### src/flash_link_pkg.sv
// Shared constants, command framing layout and helper functions.
package flash_link_pkg;

  // ----------------------------------------------------------------
  // Command frame layout
  // ----------------------------------------------------------------
  localparam int OPCODE_BITS = 8;
  localparam int ADDR_BITS = 24;
  localparam int ADDR_RESERVED_MSB = 23;
  localparam int ADDR_RESERVED_LSB = 19;
  localparam int PAGE_ADDR_MSB = 18;
  localparam int PAGE_ADDR_LSB = 9;
  localparam int BYTE_OFFSET_MSB = 8;
  localparam int BYTE_OFFSET_LSB = 0;
  localparam logic [6:0] HEADER_BITS = 7'h20;

  // ----------------------------------------------------------------
  // Opcodes
  // ----------------------------------------------------------------
  localparam logic [7:0] OP_FAST_READ = 8'h0b;
  localparam logic [7:0] OP_PAGE_READ = 8'hd2;
  localparam logic [7:0] OP_CONT_READ = 8'he8;
  localparam logic [7:0] OP_BUF_TO_PAGE_ERASE = 8'h83;
  localparam logic [7:0] OP_BUF_TO_PAGE = 8'h88;
  localparam logic [7:0] OP_PAGE_ERASE = 8'h81;
  localparam logic [7:0] OP_PROG_THRU_BUF = 8'h82;
  localparam logic [7:0] OP_BLOCK_ERASE = 8'h50;
  localparam logic [7:0] OP_AUTO_REWRITE = 8'h58;

  // ----------------------------------------------------------------
  // Timing
  // ----------------------------------------------------------------
  localparam int CLOCK_MHZ = 200;
  localparam int CLOCK_PERIOD_NS = 5;
  localparam int SUPPLY_TO_SELECT_DELAY_US = 50;
  localparam int POWER_UP_WRITE_DELAY_MS = 20;
  localparam int CS_HIGH_NS = 50;
  localparam int SUPPLY_TO_SELECT_CYCLES =
    SUPPLY_TO_SELECT_DELAY_US * CLOCK_MHZ;
  localparam int POWER_UP_WRITE_CYCLES =
    POWER_UP_WRITE_DELAY_MS * 1000 * CLOCK_MHZ;
  localparam int CS_HIGH_CYCLES =
    (CS_HIGH_NS + CLOCK_PERIOD_NS - 1) / CLOCK_PERIOD_NS;
  localparam logic [3:0] CS_HIGH_LAST = 4'(CS_HIGH_CYCLES - 1);
  localparam logic [3:0] SCK_HALF_LAST = 4'h1;

  // Number of dummy bytes that trail the address for an opcode.
  function automatic logic [2:0] dummyBytes(input logic [7:0] op);
    case (op)
      OP_FAST_READ: dummyBytes = 3'h1;
      OP_PAGE_READ, OP_CONT_READ: dummyBytes = 3'h4;
      default: dummyBytes = 3'h0;
    endcase
  endfunction : dummyBytes

  // Total serial bits of an addressed command frame.
  function automatic logic [6:0] frameBits(input logic [7:0] op);
    frameBits = HEADER_BITS + {1'b0, dummyBytes(op), 3'h0};
  endfunction : frameBits

  // Opcodes that program or erase the array.
  function automatic logic isWriteOp(input logic [7:0] op);
    case (op)
      OP_BUF_TO_PAGE_ERASE, OP_BUF_TO_PAGE, OP_PAGE_ERASE,
      OP_PROG_THRU_BUF, OP_BLOCK_ERASE, OP_AUTO_REWRITE: isWriteOp = 1'b1;
      default: isWriteOp = 1'b0;
    endcase
  endfunction : isWriteOp

endpackage : flash_link_pkg

### src/flash_link_if.sv
// Serial link wires between the flash device end and the host end.
`timescale 1ns/1ps
interface flash_link_if;
  logic csN; // Device select, active low.
  logic sck; // Serial clock, made by the host.
  logic si; // Serial data into the device.
  logic so; // Serial data out of the device.
  logic soOeN; // Output enable of so, low while driven.

  modport device (
    input csN,
    input sck,
    input si,
    output so,
    output soOeN
  );

  modport host (
    output csN,
    output sck,
    output si,
    input so,
    input soOeN
  );
endinterface : flash_link_if

### src/flash_host_end.sv
// Host end: power-up waits and serial command framing on the link.
`timescale 1ns/1ps
module flash_host_end #(
  parameter int unsigned SELECT_WAIT_CYCLES =
    flash_link_pkg::SUPPLY_TO_SELECT_CYCLES, // Wait before any select.
  parameter int unsigned WRITE_WAIT_CYCLES =
    flash_link_pkg::POWER_UP_WRITE_CYCLES // Wait before program, erase.
) (
  input wire logic clock, // System clock, 200 MHz.
  input wire logic rst, // Reset, active high.
  flash_link_if.host link, // Serial link pins.
  input wire logic cmdStart, // One-cycle request to send a command.
  input wire logic [7:0] cmdOpcode, // Opcode to send.
  input wire logic [9:0] cmdPage, // Page field to send.
  input wire logic [8:0] cmdOffset, // Byte offset to send.
  input wire logic cmdMode3, // 1 sends in mode 3, 0 in mode 0.
  output logic busy, // High while a command is in flight.
  output logic cmdDone, // One-cycle pulse, command sent.
  output logic cmdRefused, // One-cycle pulse, request refused.
  output logic selectReady, // Select wait has elapsed.
  output logic writeReady // Program and erase wait has elapsed.
);

  typedef enum logic [2:0] {
    IDLE = 3'b000,
    SELECT = 3'b001,
    SHIFT = 3'b011,
    HOLD = 3'b010,
    DESELECT = 3'b110
  } host_state_e;

  host_state_e stateQ;
  host_state_e stateD;
  logic [22:0] puCntQ;
  logic [22:0] puCntD;
  logic [3:0] tCntQ;
  logic [3:0] tCntD;
  logic [6:0] sentQ;
  logic [6:0] sentD;
  logic [6:0] bitsQ;
  logic [6:0] bitsD;
  logic [63:0] frameQ;
  logic [63:0] frameD;
  logic sckQ;
  logic sckD;
  logic csNQ;
  logic csND;
  logic modeQ;
  logic modeD;
  logic doneQ;
  logic doneD;
  logic refusedQ;
  logic refusedD;
  logic selOk;
  logic wrOk;

  // ----------------------------------------------------------------
  // Next state
  // ----------------------------------------------------------------
  always_comb
  begin
    stateD = stateQ;
    tCntD = tCntQ + 4'h1;
    sentD = sentQ;
    bitsD = bitsQ;
    frameD = frameQ;
    sckD = sckQ;
    csND = csNQ;
    modeD = modeQ;
    doneD = 1'b0;
    refusedD = 1'b0;
    selOk = (puCntQ >= 23'(SELECT_WAIT_CYCLES));
    wrOk = (puCntQ >= 23'(WRITE_WAIT_CYCLES));
    puCntD = wrOk ? puCntQ : puCntQ + 23'h1;
    case (stateQ)
      IDLE:
      begin
        tCntD = 4'h0;
        if (cmdStart)
        begin
          if (!selOk || (flash_link_pkg::isWriteOp(cmdOpcode) && !wrOk))
          begin
            refusedD = 1'b1;
          end
          else
          begin
            frameD = {cmdOpcode, 5'h0, cmdPage, cmdOffset, 32'h0};
            bitsD = flash_link_pkg::frameBits(cmdOpcode);
            sentD = 7'h0;
            modeD = cmdMode3;
            sckD = cmdMode3;
            stateD = SELECT;
          end
        end
      end
      SELECT:
      begin
        if (tCntQ == flash_link_pkg::SCK_HALF_LAST)
        begin
          csND = 1'b0;
          tCntD = 4'h0;
          stateD = SHIFT;
        end
      end
      SHIFT:
      begin
        if (tCntQ == flash_link_pkg::SCK_HALF_LAST)
        begin
          tCntD = 4'h0;
          if (!sckQ)
          begin
            sckD = 1'b1;
            sentD = sentQ + 7'h1;
            if (sentD == bitsQ)
            begin
              stateD = HOLD;
            end
          end
          else
          begin
            sckD = 1'b0;
            if (sentQ != 7'h0)
            begin
              frameD = {frameQ[62:0], 1'b0};
            end
          end
        end
      end
      HOLD:
      begin
        if (tCntQ == flash_link_pkg::SCK_HALF_LAST)
        begin
          sckD = modeQ;
          csND = 1'b1;
          tCntD = 4'h0;
          stateD = DESELECT;
        end
      end
      DESELECT:
      begin
        if (tCntQ == flash_link_pkg::CS_HIGH_LAST)
        begin
          frameD = 64'h0;
          doneD = 1'b1;
          stateD = IDLE;
        end
      end
      default:
      begin
        stateD = IDLE;
      end
    endcase
  end

  // ----------------------------------------------------------------
  // Registers
  // ----------------------------------------------------------------
  always_ff @(posedge clock)
  begin
    if (rst)
    begin
      stateQ <= IDLE;
      puCntQ <= 23'h0;
      tCntQ <= 4'h0;
      sentQ <= 7'h0;
      bitsQ <= 7'h0;
      frameQ <= 64'h0;
      sckQ <= 1'b1;
      csNQ <= 1'b1;
      modeQ <= 1'b1;
      doneQ <= 1'b0;
      refusedQ <= 1'b0;
    end
    else
    begin
      stateQ <= stateD;
      puCntQ <= puCntD;
      tCntQ <= tCntD;
      sentQ <= sentD;
      bitsQ <= bitsD;
      frameQ <= frameD;
      sckQ <= sckD;
      csNQ <= csND;
      modeQ <= modeD;
      doneQ <= doneD;
      refusedQ <= refusedD;
    end
  end

  assign link.csN = csNQ;
  assign link.sck = sckQ;
  assign link.si = frameQ[63];
  assign busy = (stateQ != IDLE);
  assign cmdDone = doneQ;
  assign cmdRefused = refusedQ;
  assign selectReady = selOk;
  assign writeReady = wrOk;

endmodule : flash_host_end

### src/flat_wrapper.sv
// flat-port wrapper written by rule: the top's interface ports become plain ports
module flash_host_end_flat 
#(
  parameter int unsigned SELECT_WAIT_CYCLES =
    flash_link_pkg::SUPPLY_TO_SELECT_CYCLES,                           
  parameter int unsigned WRITE_WAIT_CYCLES =
    flash_link_pkg::POWER_UP_WRITE_CYCLES                               
)
  (clock, rst, cmdStart, cmdOpcode, cmdPage, cmdOffset, cmdMode3, busy, cmdDone, cmdRefused, selectReady, writeReady, link_csN, link_sck, link_si, link_so, link_soOeN);
  flash_link_if link_i ();
  input wire logic clock;
  input wire logic rst;
  input wire logic cmdStart;
  input wire logic [7:0] cmdOpcode;
  input wire logic [9:0] cmdPage;
  input wire logic [8:0] cmdOffset;
  input wire logic cmdMode3;
  output logic busy;
  output logic cmdDone;
  output logic cmdRefused;
  output logic selectReady;
  output logic writeReady;
  output wire logic [$bits(link_i.csN)-1:0] link_csN;
  output wire logic [$bits(link_i.sck)-1:0] link_sck;
  output wire logic [$bits(link_i.si)-1:0] link_si;
  input wire logic [$bits(link_i.so)-1:0] link_so;
  input wire logic [$bits(link_i.soOeN)-1:0] link_soOeN;
  assign link_csN = link_i.csN;
  assign link_sck = link_i.sck;
  assign link_si = link_i.si;
  assign link_i.so = link_so;
  assign link_i.soOeN = link_soOeN;
  flash_host_end #(.SELECT_WAIT_CYCLES(SELECT_WAIT_CYCLES), .WRITE_WAIT_CYCLES(WRITE_WAIT_CYCLES)) u_core (.clock(clock), .rst(rst), .link(link_i), .cmdStart(cmdStart), .cmdOpcode(cmdOpcode), .cmdPage(cmdPage), .cmdOffset(cmdOffset), .cmdMode3(cmdMode3), .busy(busy), .cmdDone(cmdDone), .cmdRefused(cmdRefused), .selectReady(selectReady), .writeReady(writeReady));
endmodule
### config.mk
export PLATFORM = sky130hd
export DESIGN_NAME = flash_host_end_flat
export DESIGN_NICKNAME = d
export VERILOG_FILES = /design/src/flash_link_pkg.sv /design/src/flash_link_if.sv /design/src/flash_host_end.sv /design/src/flat_wrapper.sv
export SDC_FILE = /design/constraint.sdc
export NUM_CORES = 1
export LEC_CHECK = 0
export BUFFER_PORTS_ARGS = -buffer_cell sky130_fd_sc_hd__buf_2
export CORE_MARGIN = 8
export CORE_UTILIZATION = 61
export CTS_BUF_LIST = sky130_fd_sc_hd__clkbuf_4 sky130_fd_sc_hd__clkbuf_8
export DETAILED_ROUTE_END_ITERATION = 10
export MAX_ROUTING_LAYER = met4
export PLACE_DENSITY = 0.89
export SLEW_MARGIN = 5
export SYNTH_ARGS = -nofsm -noshare
export SYNTH_HDL_FRONTEND = slang
export SYNTH_SLANG_ARGS = --single-unit
### constraint.sdc
create_clock -name clock -period 2.67 [get_ports clock]
set_input_delay 0.4005 -clock clock [delete_from_list [all_inputs] [get_ports clock]]
set_output_delay 0.4005 -clock clock [all_outputs]
set_load 0.02 [all_outputs]
==> impl_results.md <==
- Status: finished, final reports clean
- Via count of the first global-routing pass: between 3000 and 4000
- Syn Std Cell Area: between 3000 and 4000 sq um
- Die H: 95.6 microns
- Grt ovf: 0
- Pint: approximately 2.5 mW
- Cts repair resizes: 0
- Sequential power share: approximately two fifths
- Lkg Pwr: between 1.5 and 2 nW
- Final Cell Area: 4310 sq um
- Clock slew at reported path FFs: approximately 0.080 ns
- DRC: 0
- Number of hold-repair buffers added at the cts stage: 0
- Mean area per synthesized cell: between 9 and 10 sq um
- Via count: 3412
- Setup TNS: 0 ns
- Number of enable flip-flop cells after synthesis: 0
- Worst-case clock buffer depth: 2
- R2R cell count: 7
- Startpoint types: flip-flop
- 1st-iter DRT viols: between 200 and 300
- Mapped Nets: 459
- Die ar.: between 9000 and 10000 sq um
- Slew @ Worst Pin: around 1.1 ns
- Drt pass-1 iters: 5
- Worst hold endpoint: u_core.modeQ
- Maximum VDD drop: 0.714 mV
- Pre-CTS setup slack: between 0.2 and 0.25 ns
- Top-area cell type share of the netlist area: approximately two fifths
- Unrepaired setup endpoints after global routing: no
- Starting density of the core: 62.0%
- Non-Filler Instances: between 500 and 600
- Clock power frac: 26.9%
- Clock sinks: a little under 80
- Critical R2R Launch: u_core.tCntQ[0]
- Final Slew Violations: 0
- Most frequent cell after synthesis: dfxtp_1
- H-tree depth: 3
- DRT antenna net count: 0
- DR WL/cell: between 15 and 20 microns
- Synth cell types: 56
- CP required: ~2.9 ns
- Placed cell count: between 500 and 600
- Final setup violation count: 0
- IO Pins: between 40 and 50
- Post-synth ARST share: 0%
- Kind of critical path: reg2reg
- Post-synthesis sequential area ratio: between 30 and 40%
- Clk_lat worst skew: 0.36 ns
- Switching part of the total: between 30% and 40%
- Most frequent cells after synthesis: dfxtp_1 (77), a21oi_1 (41), nor2_1 (37)
- Core Footprint: between 6000 and 7000 sq um
- Number of port buffers: 38
- Setup Buffers After CTS: 0
- Net Sw Power: about 1.5 mW
- Fraction of layout cells with a size suffix above 1: 18.5%
- Routability congestion estimate: 0.857
- Synth warn: 0
- Final Hold Vio Count: 0
- Clk_skew: about 0.0071 ns
- R2R Path End: u_core.frameQ[36]
- Clk root buf: clkbuf_8
- R2R Setup Slk: ~0.16 ns
- Ys flop type: dfxtp_1
- Max-cap viol count: 0
- WP data arrival: about 2.8 ns
- CTS buffer count: 9
- Comb power frac: between 30% and 40%
- Initial antenna violation count: 0
- Min setup slack post-route: approximately 0.16 ns
- Final min period: 2.51 ns
- Diode count: 0
- Critical Path End Type: flip-flop
- Global Route Usage Sum: between 20% and 30%
- Site Rows: 29
- Hold wc startpoint: cmdMode3
- Synth top area cells: dfxtp_1 (40%), a21oi_1 (5.3%), a211oi_1 (5.2%), a22oi_1 (5.0%), xor2_1 (4.1%)
- Die width: approximately 96 microns
- Period utilization: between 90% and 100%
- Global-route wire length before repair: around 15000 microns
- Crit path max fanout: 28
- Largest net degree at the start of global routing: 45
- Worst slew margin: ~28%
- PwrDens: between 900 and 1000 nW/um^2
- Post-synthesis cell count: 420
- Area leader, netlist: dfxtp_1
- CTS tree: built
- Hpwl dp: slightly below 6000 microns
- Area grow syn2layout: 11.5%
- Post-placement cell area: around 4100 sq um
- Count of state elements after synthesis: between 70 and 80
- Fmax: 398 MHz
- Drt total wl: between 9000 and 10000 microns
- Worst Hold Class: in2reg
- Via density: between 6 and 7
- Nets: between 400 and 500
- Cells on Worst Hold Path: 3
-- cells by family (layout without fill, tap and decap cells) --
group / count (synthesis) / after routing / synth area share [%]
and+or+nand+nor: 126 / 126 / 17.4
buffers and inverters: 39 / 72 / 4.85
DFF: 77 / 77 / 39.8
AOI/OAI and AO/OA: 140 / 140 / 28.6
adders and majority gates: 6 / 6 / 1.94
muxes: 3 / 3 / 0.776
xor gates and xnor gates: 29 / 29 / 6.57
-- power by group through the flow --
stage / logic, mW / registers [mW] / clock network, mW
4_1_cts: 1.35 / 1.56 / 1.09
3_3_place_gp: 1.30 / 1.57 / 0
5_1_grt: 1.51 / 1.60 / 1.15
6_report: 1.37 / 1.57 / 1.08
2_1_floorplan: 1.10 / 1.54 / 0
3_5_place_dp: 1.34 / 1.59 / 0
-- worst max-delay path by stage --
stage                         to  slack [ns]       startpoint  depth (start not counted)
5_1_grt        u_core.frameQ[56]        0.01  u_core.tCntQ[0]                          7
4_1_cts        u_core.frameQ[36]        0.20  u_core.tCntQ[0]                          7
3_3_place_gp   u_core.frameQ[57]        0.30  u_core.tCntQ[0]                          7
2_1_floorplan  u_core.frameQ[38]        0.60  u_core.tCntQ[0]                          8
3_5_place_dp   u_core.frameQ[36]        0.20  u_core.tCntQ[0]                          7
6_report       u_core.frameQ[36]        0.16  u_core.tCntQ[0]                          7
-- placed cells by master, fill, tap and decap left out, types with 4 or more instances in the layout --
cell / instances
nand3_1: 11
nand2b_1: 5
and4_1: 4
a22oi_1: 26
nor3_1: 5
ha_1: 6
xor2_1: 18
inv_1: 10
buf_2: 38
a211oi_1: 27
and3_1: 8
nand2_1: 21
nand4_1: 8
o21ai_0: 9
a41o_1: 6
clkbuf_8: 9
dfxtp_1: 77
o211a_1: 5
buf_4: 8
nor2_1: 37
a21oi_1: 41
nor4_1: 4
xnor2_1: 11
-- sequential cells by signal, indices dropped and copies added, names as in the netlist --
signal             flops
u_core.frameQ         32
u_core.puCntQ         23
u_core.sentQ           7
u_core.tCntQ           4
u_core.bitsQ           3
u_core.stateQ          3
u_core.cmdDone         1
u_core.cmdRefused      1
u_core.link.csN        1
u_core.link.sck        1
u_core.modeQ           1
-- layer usage --
layer	vias up	wire (microns)	GRT usage [%]
li1	1623	-	-
met1	1669	4020	26.9
met2	108	4500	33.0
met3	12	457	4.49
met4	0	119	9.86
met5	-	0	-
-- per-stage QoR --
| stage | hold WS (ns) | utilization [%] | power (mW) |
|---|---|---|---|
| 2_1_floorplan | 0.433 | - | 2.64 |
| 3_3_place_gp | 0.446 | 65.2 | 2.87 |
| 3_5_place_dp | 0.462 | 65.2 | 2.93 |
| 4_1_cts | 0.285 | 69.1 | 4.01 |
| 5_1_grt | 0.299 | 69.1 | 4.26 |
| 6_report | 0.294 | 69.1 | 4.02 |
-- critical path, cell delays in order, from the launching register on --
cell and delay, ns:
dfxtp_1 0.38, ha_1 0.15, nor2b_1 0.20, and3_1 0.24, a21oi_1 0.11, o21bai_2 0.84, a21oi_1 0.22, a211oi_1 0.28
-- area by class of cell --
class | count | area [sq um]
Clock buffer | 9 | 124
Multi-Input combinational cell | 304 | 2140
Timing Repair Buffer | 46 | 250
Tap cell | 77 | 96.3
Clock inverter | 7 | 121
Inverter | 10 | 37.5
Fill cell | 464 | 1930
Sequential cell | 77 | 1540
Power figures use the tool's default switching activity.
